### src/rtl/drpd_pkg.sv
// Operation
// [RL1] auto refresh decode: cs/ras/cas low, cke/we high
// [RL2] controller precharges all banks before refresh
// [RL3] internal counter supplies refresh bank and row
// [RL4] all banks idle after refresh completes
// [RL5] controller waits refresh cycle time after refresh
// [RL6] at most eight refreshes postponed, nine intervals
// [RL7] self refresh decode: cke also low
// [RL8] termination off before self refresh entry
// [RL9] cke held low; other inputs ignored
// [RL10] dll off and clock gated in self refresh
// [RL11] internal refresh within cke minimum period
// [RL12] clock may stop one cycle after entry
// [RL13] after exit hold cke, no command
// [RL14] only nop during exit, refresh before reentry
// [RL15] cke low registered enters power-down
// [RL16] precharge or active power-down by open rows
// [RL17] buffers off; dll per power-down kind
// [RL18] power-down held cke minimum, nine intervals max
// [RL19] exit with cke high and nop, latency
// [RL20] enter power-down only with dll locked
// [RL21] async cke drop needs full reinit
// [RL22] frequency change only in precharge power-down
// [RL23] controller tracks refresh debt, forces refresh
package drpd_pkg;
	localparam int CLK_MHZ = 25;
	localparam int T_CKE_NS = 8;
	localparam int T_RFC_NS = 128;
	localparam int T_XSNR_NS = 138;
	localparam int T_XP_CK = 2;
	localparam int T_XSRD_CK = 200;
	localparam int T_REFI_NS = 7800;
	localparam int FREQ_WAIT_CK = 2;
	// least times round up, at least one cycle
	localparam int CKE_CYC = (T_CKE_NS * CLK_MHZ + 999) / 1000 < 1 ? 1 :
		(T_CKE_NS * CLK_MHZ + 999) / 1000;
	localparam int RFC_CYC = (T_RFC_NS * CLK_MHZ + 999) / 1000;
	localparam int XSNR_CYC = (T_XSNR_NS * CLK_MHZ + 999) / 1000;
	localparam int REFI_CYC = (T_REFI_NS * CLK_MHZ) / 1000;
	localparam int POST_MAX = 8;
	localparam int NBANK = 4;
	localparam int ROW_W = 13;
	localparam int BA_W = 2;
	localparam int CNT_W = 16;
	typedef struct packed {
		logic cs_n;
		logic ras_n;
		logic cas_n;
		logic we_n;
	} drpd_cmd_s;
	localparam drpd_cmd_s CMD_NOP = 4'h7;
	localparam drpd_cmd_s CMD_REF = 4'h1;
	localparam drpd_cmd_s CMD_ACT = 4'h3;
	localparam drpd_cmd_s CMD_PRE = 4'h2;
	localparam drpd_cmd_s CMD_DES = 4'hF;
	typedef enum logic [2:0] {
		DS_IDLE, DS_REF, DS_SREF, DS_PPD, DS_APD, DS_XSR
	} drpd_dstate_e;
endpackage

### src/rtl/drpd_if.sv
`timescale 1ns/1ps
interface drpd_if;
	import drpd_pkg::*;
	logic cke;
	drpd_pkg::drpd_cmd_s cmd;
	logic [drpd_pkg::BA_W-1:0] ba;
	logic [drpd_pkg::ROW_W-1:0] addr;
	logic odt;
	modport ctrl (output cke, output cmd, output ba, output addr, output odt);
	modport dev (input cke, input cmd, input ba, input addr, input odt);
endinterface

### src/rtl/drpd_dev.sv
`timescale 1ns/1ps
module drpd_dev
	import drpd_pkg::*;
(
	input wire logic clk_sys,
	input wire logic srst,
	input wire logic ce,
	drpd_if.dev link,
	output logic dll_on_q,
	output logic clk_gate_q,
	output logic buf_on_q,
	output logic fast_exit_apd,
	output logic [BA_W-1:0] ref_bank_q,
	output logic [ROW_W-1:0] ref_row_q,
	output logic ref_pulse_q,
	output logic [NBANK-1:0] bank_open_q,
	output drpd_dstate_e state_q
);
	logic cke_q;
	logic cke_p_q;
	drpd_cmd_s cmd_q;
	logic [BA_W-1:0] ba_q;
	logic [CNT_W-1:0] tmr_q;
	always_ff @(posedge clk_sys)
	begin
		if (srst)
		begin
			cke_q <= 1'b0;
			cke_p_q <= 1'b0;
			cmd_q <= CMD_DES;
			ba_q <= '0;
		end
		else if (ce)
		begin
			cke_q <= link.cke;
			// previous cke: power-down needs a falling cke, not the low level left by reset
			cke_p_q <= cke_q;
			cmd_q <= link.cmd;
			ba_q <= link.ba;
		end
	end
	wire is_ref = cke_q && cmd_q == CMD_REF; // RL1
	wire is_sref = !cke_q && cmd_q == CMD_REF; // RL7
	wire is_nop = cmd_q.cs_n || cmd_q == CMD_NOP;
	always_ff @(posedge clk_sys)
	begin
		if (srst)
		begin
			state_q <= DS_IDLE;
			tmr_q <= '0;
			bank_open_q <= '0;
			ref_bank_q <= '0;
			ref_row_q <= '0;
			ref_pulse_q <= 1'b0;
			dll_on_q <= 1'b1;
			clk_gate_q <= 1'b0;
			buf_on_q <= 1'b1;
		end
		else if (ce)
		begin
			ref_pulse_q <= 1'b0;
			if (tmr_q != '0)
				tmr_q <= tmr_q - 1'b1;
			case (state_q)
				DS_IDLE:
				begin
					if (is_sref && bank_open_q == '0)
					begin
						state_q <= DS_SREF;
						dll_on_q <= 1'b0; // RL10
						clk_gate_q <= 1'b1; // RL10
						buf_on_q <= 1'b0;
						tmr_q <= CNT_W'(CKE_CYC);
					end
					else if (is_ref)
					begin
						state_q <= DS_REF;
						tmr_q <= CNT_W'(RFC_CYC);
					end
					else if (cke_p_q && !cke_q)
					begin
						// RL15 RL16 RL17
						state_q <= bank_open_q == '0 ? DS_PPD : DS_APD;
						buf_on_q <= 1'b0;
						dll_on_q <= bank_open_q != '0 && fast_exit_apd;
					end
					else if (cmd_q == CMD_ACT)
						bank_open_q[ba_q] <= 1'b1;
					else if (cmd_q == CMD_PRE)
						bank_open_q[ba_q] <= 1'b0;
				end
				DS_REF:
				begin
					if (tmr_q == CNT_W'(1))
					begin
						// RL3: row/bank from internal counter; address bus unused
						{ref_row_q, ref_bank_q} <= {ref_row_q, ref_bank_q} + 1'b1;
						ref_pulse_q <= 1'b1;
						bank_open_q <= '0; // RL4
						state_q <= DS_IDLE;
					end
				end
				DS_SREF:
				begin
					// RL9: only cke is looked at
					if (tmr_q == CNT_W'(1))
					begin
						ref_pulse_q <= 1'b1; // RL11
						{ref_row_q, ref_bank_q} <= {ref_row_q, ref_bank_q} + 1'b1;
					end
					if (cke_q && tmr_q == '0)
					begin
						state_q <= DS_XSR;
						dll_on_q <= 1'b1; // RL10
						clk_gate_q <= 1'b0;
						buf_on_q <= 1'b1;
						tmr_q <= CNT_W'(XSNR_CYC);
					end
				end
				DS_PPD, DS_APD:
				begin
					if (cke_q && is_nop)
					begin
						state_q <= DS_IDLE; // RL19
						buf_on_q <= 1'b1;
						dll_on_q <= 1'b1;
					end
				end
				DS_XSR:
				begin
					if (tmr_q == '0)
						state_q <= DS_IDLE;
				end
				default: state_q <= DS_IDLE;
			endcase
		end
	end
	// active power-down always keeps the dll running
	always_ff @(posedge clk_sys)
	begin
		if (srst)
			fast_exit_apd <= 1'b1; // RL17
	end
endmodule

### src/flat_wrapper.sv
// flat-port wrapper written by rule: the top's interface ports become plain ports
module drpd_dev_flat import drpd_pkg::*;
  (clk_sys, srst, ce, dll_on_q, clk_gate_q, buf_on_q, fast_exit_apd, ref_bank_q, ref_row_q, ref_pulse_q, bank_open_q, state_q, link_cke, link_cmd, link_ba, link_addr, link_odt);
  drpd_if link_i ();
  input wire logic clk_sys;
  input wire logic srst;
  input wire logic ce;
  output logic dll_on_q;
  output logic clk_gate_q;
  output logic buf_on_q;
  output logic fast_exit_apd;
  output logic [BA_W-1:0] ref_bank_q;
  output logic [ROW_W-1:0] ref_row_q;
  output logic ref_pulse_q;
  output logic [NBANK-1:0] bank_open_q;
  output drpd_dstate_e state_q;
  input wire logic [$bits(link_i.cke)-1:0] link_cke;
  input wire logic [$bits(link_i.cmd)-1:0] link_cmd;
  input wire logic [$bits(link_i.ba)-1:0] link_ba;
  input wire logic [$bits(link_i.addr)-1:0] link_addr;
  input wire logic [$bits(link_i.odt)-1:0] link_odt;
  assign link_i.cke = link_cke;
  assign link_i.cmd = link_cmd;
  assign link_i.ba = link_ba;
  assign link_i.addr = link_addr;
  assign link_i.odt = link_odt;
  drpd_dev u_core (.clk_sys(clk_sys), .srst(srst), .ce(ce), .link(link_i), .dll_on_q(dll_on_q), .clk_gate_q(clk_gate_q), .buf_on_q(buf_on_q), .fast_exit_apd(fast_exit_apd), .ref_bank_q(ref_bank_q), .ref_row_q(ref_row_q), .ref_pulse_q(ref_pulse_q), .bank_open_q(bank_open_q), .state_q(state_q));
endmodule
### config.mk
export PLATFORM = sky130hd
export DESIGN_NAME = drpd_dev_flat
export DESIGN_NICKNAME = d
export VERILOG_FILES = /design/src/rtl/drpd_pkg.sv /design/src/rtl/drpd_if.sv /design/src/rtl/drpd_dev.sv /design/src/flat_wrapper.sv
export SDC_FILE = /design/constraint.sdc
export NUM_CORES = 1
export LEC_CHECK = 0
export ABC_CLOCK_PERIOD_IN_PS = 2250
export BUFFER_PORTS_ARGS = -buffer_cell sky130_fd_sc_hd__buf_2
export CORE_UTILIZATION = 30
export DETAILED_ROUTE_END_ITERATION = 6
export GPL_TIMING_DRIVEN = 0
export PLACE_DENSITY_LB_ADDON = 0.25
export RECOVER_POWER = 25
export SKIP_LAST_GASP = 1
export SYNTH_ARGS = -nofsm -noshare
export SYNTH_HDL_FRONTEND = slang
export SYNTH_SLANG_ARGS = --single-unit
### constraint.sdc
create_clock -name clk_sys -period 2.25 [get_ports clk_sys]
set_input_delay 0.45 -clock clk_sys [delete_from_list [all_inputs] [get_ports clk_sys]]
set_output_delay 0.45 -clock clk_sys [all_outputs]
set_load 0.1 [all_outputs]
**After elaboration in Yosys (flattened, before gate mapping)**

Cells that the tools add are included.

- Add/sub/neg operators: 2
- $mul: 0
- Divide/modulo/power cells: 0
- Magnitude comparators: 2
- Eq/ne operators: 22
- Shifts and indexed selects: 0
- Muxes and demuxes: 38
- Bitwise gates (word level): 3
- Reduce and logical (&&, ||, !) cells: 24

Operators with widths:

| kind | number |
|---|---|
| two-way mux 16 bit | 4 |
| one-hot mux 16 bit (2 select lines) | 1 |
| two-way mux 3 bit | 8 |
| two-way mux 4 bit | 6 |
| equality test 16 x 1 -> 1 bit (second input constant) | 1 |
| zero test 16 bit | 1 |
| nonzero test 16 bit | 1 |
| subtractor 16 x 1 -> 16 bit (second input constant) | 1 |
| adder 15 x 1 -> 15 bit (second input constant) | 1 |
| one-hot mux 3 bit (5 select lines) | 1 |
| two-way mux 1 bit | 13 |
| AND reduction 6 bit | 2 |
| inequality test 2 x 1 -> 1 bit (second input constant) | 5 |
| equality test 4 x 2 -> 1 bit (second input constant) | 2 |
| one-hot mux 4 bit (2 select lines) | 1 |
| logical AND 1 bit | 7 |
| AND reduction 7 bit | 1 |
| equality test 3 x 2 -> 1 bit (second input constant) | 2 |
| equality test 3 bit (second input constant) | 2 |
| inequality test 2 bit (second input constant) | 3 |
| inequality test 3 x 1 -> 1 bit (second input constant) | 2 |
| one-hot mux 1 bit (3 select lines) | 2 |
| bitwise AND 4 bit | 1 |
| equality test 4 x 1 -> 1 bit (second input constant) | 1 |
| other kinds (20) | 22 |

- Bits in registers: 50
- Bits in latches: 0
- Memory bits (writable): 0
- ROM bits: 0
- Input bits: 24
- Output and inout port bits: 27
- Logic and storage cells: 107
- Memories: 0

**Logic depth before layout (Yosys ltp)**

- Word-level depth: 12
- Depth in mapped cells: 8
- Depth with buffers taken out: 7

**Least setup slack after synthesis**

Ideal clock, no wire load.

- Path kind: reg2reg
- Start point: register u_core.state_q[0]
- End point: register u_core.bank_open_q[0]
- Setup time: 0.087 ns
- Data arrival time: 2.617 ns
- Data required time: 2.163 ns
- Path slack: -0.454 ns
- Cell stages (with the launch flop): 7
- Buffers on the path: 2
- Clock period less this slack: 2.704 ns
- Path through: dfxtp_1 -> clkbuf_1 -> or3_1 -> clkbuf_1 -> a2111oi_0 -> or4bb_1 -> o31ai_1

- Word-level cells in the longest chain between the ends: 3
- Elaborated cells on any way between the ends: 10
- Those cells by class: eq/ne: 6; mux: 1; reduce/logical: 3

RTL lines:

| element | line | source |
|---|---|---|
| from (decl) | drpd_dev.sv:17 | `output drpd_dstate_e state_q` |
| from (signal assigned) | drpd_dev.sv:83 | `state_q <= bank_open_q == '0 ? DS_PPD : DS_APD;` |
| equality test 3 x 1 -> 1 bit or zero test 3 bit (tied branches) | drpd_dev.sv:64 | `case (state_q)` |
| inequality test 2 x 1 -> 1 bit (no source line) (tied with other cells) | -- |  |
| AND reduction 7 bit (no source line) | -- |  |
| to (signal, indexed assignment) | drpd_dev.sv:88 | `bank_open_q[ba_q] <= 1'b1;` |
| to (signal, indexed assignment) | drpd_dev.sv:90 | `bank_open_q[ba_q] <= 1'b0;` |
| to (signal assigned) | drpd_dev.sv:99 | `bank_open_q <= '0;` |
| to (decl) | drpd_dev.sv:16 | `output logic [NBANK-1:0] bank_open_q,` |

Several ways; a longest one is shown, not always the timed one.
A chain may end at the register's enable or synchronous reset.

**Worst setup path in the final report**

- Start point: register u_core.tmr_q[3]
- End point: register u_core.ref_row_q[5]

- Word-level cells in the longest chain between the ends: 2

RTL lines:

| element | line | source |
|---|---|---|
| from (decl) | drpd_dev.sv:23 | `logic [CNT_W-1:0] tmr_q;` |
| from (signal assigned) | drpd_dev.sv:63 | `tmr_q <= tmr_q - 1'b1;` |
| from (signal assigned) | drpd_dev.sv:73 | `tmr_q <= CNT_W'(CKE_CYC);` |
| from (signal assigned) | drpd_dev.sv:78 | `tmr_q <= CNT_W'(RFC_CYC);` |
| equality test 16 x 1 -> 1 bit | drpd_dev.sv:94, drpd_dev.sv:106 |  |
| AND reduction 3 bit (no source line) | -- |  |
| to (signal assigned) | drpd_dev.sv:97 | `{ref_row_q, ref_bank_q} <= {ref_row_q, ref_bank_q} + 1'b1;` |
| to (signal assigned) | drpd_dev.sv:109 | `{ref_row_q, ref_bank_q} <= {ref_row_q, ref_bank_q} + 1'b1;` |
| to (decl) | drpd_dev.sv:14 | `output logic [ROW_W-1:0] ref_row_q,` |

Every way passes these cells.

==> impl_metrics.env <==
export IMPL_cts_made_buffers=5
export IMPL_cts_sinks=50
export IMPL_synth_top_area_share_pct=37.97
export IMPL_cts_htree_levels=2
export IMPL_synthArstFlopShare_pct=0
export IMPL_dieHeight_um=95.74
export IMPL_syn_area_um2=2636
export IMPL_yosys_area_top_type="dfxtp_1"
export IMPL_yosysSeqAreaShare_pct=37.97
export IMPL_area_growth_pct=25.91
export IMPL_antenna_found_initial=0
export IMPL_synth_area_leaders="dfxtp_1 38%, nor2_1 6.0%, xor2_1 4.7%, a21oi_1 3.6%, mux2i_1 3.4%"
export IMPL_ir_drop_mv=0.3792
export IMPL_required_ns=2.49
export IMPL_critPathTopFamily="simple AND/OR/NAND/NOR gates"
export IMPL_coreArea_um2=8341
export IMPL_p_per_area_nw_per_um2=1134
export IMPL_nets=392
export IMPL_grt_pass1_vias=2336
export IMPL_tns_ns=-0.6754
export IMPL_syn_area_per_cell_um2=8.290
export IMPL_timing_final_crit_share_pct=105.7
export IMPL_drtIter0Drc=199
export IMPL_insertion_delay_ns=0.31
export IMPL_setup_ws_ns=-0.1286
export IMPL_setup_violations_final=9
export IMPL_yosys_warnings=0
export IMPL_initial_core_util_pct=31.61
export IMPL_crit_path_frequent_cell="or4_4"
export IMPL_routabilityCongestion=0.8343
export IMPL_fmax_ghz=0.4204
export IMPL_p_total_mw=3.764
export IMPL_cp_start_kind="flop"
export IMPL_crit_arrival_ns=2.62
export IMPL_hold_violations=0
export IMPL_drc=0
export IMPL_grt_busiest_layer="met2"
export IMPL_grt_max_degree=17
export IMPL_period_needed_ns=2.379
export IMPL_fin_worst_skew_ns=0.007684
export IMPL_crit_path_max_incr_delay_ns=0.53
export IMPL_worstPathMaxFanout=5
export IMPL_syn_nets=346
export IMPL_ys_ff_latch=50
export IMPL_p_leak_nw=1.270
export IMPL_worst_pin_slew_ns=1.169
export IMPL_rsz0062_at_grt="true"
export IMPL_grt_first_pass_wirelength_um=11450
export IMPL_antenna_cells=0
export IMPL_worstSetupPathType="reg2reg"
export IMPL_synth_ff_type="dfxtp_1"
export IMPL_grtUsageTotal_pct=16.00
export IMPL_die_area_um2=9166
export IMPL_antenna_left=0
export IMPL_synthCells=318
export IMPL_endpoint_kind="flop"
export IMPL_drv_slew=0
export IMPL_die_w_um=95.74
export IMPL_cts_root_buffer="clkbuf_8"
export IMPL_synth_edf_count=0
export IMPL_dp_hpwl_um=4872
export IMPL_status="complete, but fails checks"
export IMPL_routedWlPerCell_um=15.00
export IMPL_routed_wl_um=7049
export IMPL_num_rows=33
export IMPL_max_cap_violations=0
export IMPL_cp_slowest_cell="or4_4"
export IMPL_drive_gt1_share_pct=24.66
export IMPL_port_buffers=33
export IMPL_vias_per_cell=5.413
export IMPL_met2_usage_pct=25.65
export IMPL_crit_chain="or4_4 -> or3_4 -> or4_4 -> buf_6 -> or3_1 -> a21oi_1"
export IMPL_synth_common_cells="50 x dfxtp_1, 42 x nor2_1, 19 x a21oi_1"
export IMPL_grt_overflow_total=0
export IMPL_whs_ns=0.3490
export IMPL_pin_count=51
export IMPL_path_clk_slew_ns=0.10
export IMPL_slew_limit_headroom_pct=22.38
export IMPL_post_synth_top_count_cell="dfxtp_1"
export IMPL_cts_tree="built"
export IMPL_yosys_cell_types_count=56
export IMPL_grtUsageMet1_pct=22.22
export IMPL_hold_path_class="in2reg"
export IMPL_violations="setup timing"
export IMPL_worst_path_buf_inv=1
export IMPL_cts_path_max_buffers=2
export IMPL_vias=2544
export IMPL_hold_buffers=0
export IMPL_post_place_ws_ns=-0.9473
export IMPL_drtPass1Iterations=5
export IMPL_use_met3_pct=2.686
[placed cells by master (no fill, tap or decap), types with 3 or more instances in the layout]
cell	instances
nor4_1	3
clkbuf_1	12
a31oi_1	3
nand4_1	14
buf_4	8
dfxtp_2	6
dfxtp_1	41
clkbuf_8	6
a21oi_1	19
nor4_4	4
inv_1	8
nand3_1	7
and2_1	3
or3_1	6
o21ai_0	9
nor3_1	5
clkbuf_2	4
o211a_1	3
xor2_1	14
nand2_1	15
o31ai_1	4
nor2_1	42
nor2b_1	5
dfxtp_4	3
and4_1	4
buf_2	30
o211ai_1	9
ha_1	4
mux2i_1	9
xnor2_1	7
nor4_2	7
[registers in the layout, indices dropped and copies added (netlist names)]
name / count
u_core.bank_open_q: 4
u_core.cke_p_q: 1
u_core.ref_bank_q: 2
u_core.cmd_q: 4
u_core.buf_on_q: 1
u_core.ref_row_q: 13
u_core.dll_on_q: 1
u_core.state_q: 3
u_core.ba_q: 2
u_core.ref_pulse_q: 1
u_core.tmr_q: 16
u_core.cke_q: 1
u_core.clk_gate_q: 1
[what timing repair did]
item                                    4_1_cts  5_1_grt
endpoints found under the setup margin       38       37
buffers inserted                              6        1
resized for setup                            22       18
pin swaps                                     8        5
cloned                                        1        0
[final timing paths]
check	from	endpoint	slack, ns	cells past startpoint
hold / removal	link_cmd[0]	u_core.cmd_q[0]	0.35	3
setup reg to reg	u_core.tmr_q[3]	u_core.ref_row_q[5]	-0.13	6
setup / recovery	u_core.tmr_q[3]	u_core.ref_row_q[5]	-0.13	6
hold reg to reg	u_core.ref_row_q[11]	u_core.ref_row_q[11]	0.51	2
[metrics by stage]
stage | cell area (µm²) | utilization [%] | std cells
after floorplan | 2706 | - | 318
after global placement | 3003 | 36.00 | 456
after detailed placement | 3003 | 36.00 | 456
after CTS | 3267 | 39.17 | 471
after global routing | 3319 | 39.80 | 470
final | 3319 | 39.80 | 470
[power by group]
group          internal (mW)  switching [mW]
Combinational          0.725            1.29
Clock                  0.219           0.320
Sequential              1.03           0.182
[area by class of cell]
cell class                 count  area (µm²)
clock inverter                 3       21.27
inverter                       9       35.03
sequential                    50        1020
tap                          105       131.4
fill                         870        5021
timing repair buffer          41       222.7
clock buffer                   5       68.82
buffer                        18       96.34
multi-input combinational    239        1724
[worst register-to-register path: stages, from the launching register on]
cell     delay (ns)
dfxtp_4        0.36
or4_4          0.53
or3_4          0.38
or4_4          0.44
buf_6          0.15
or3_1          0.34
a21oi_1        0.12
[layer usage]
metal  share of wire [%]  wire (µm)
met3                 4.0        284
met4                 1.2         85
met1                  49       3479
met5                   0          0
met2                  45       3200
[cells by family (layout without fill, tap and decap cells)]
kind of cell | Yosys count | after routing | share of synthesized area, %
muxes | 10 | 10 | 3.844
other | 1 | 1 | 0.1422
AOI/OAI and AO/OA | 67 | 67 | 16.71
buffers and inverters | 29 | 76 | 4.651
xor gates and xnor gates | 22 | 22 | 7.309
and+or+nand+nor | 135 | 135 | 27.48
adders and majority gates | 4 | 4 | 1.899
DFF | 50 | 50 | 37.97
No activity file was read; power rests on OpenSTA's default activity.
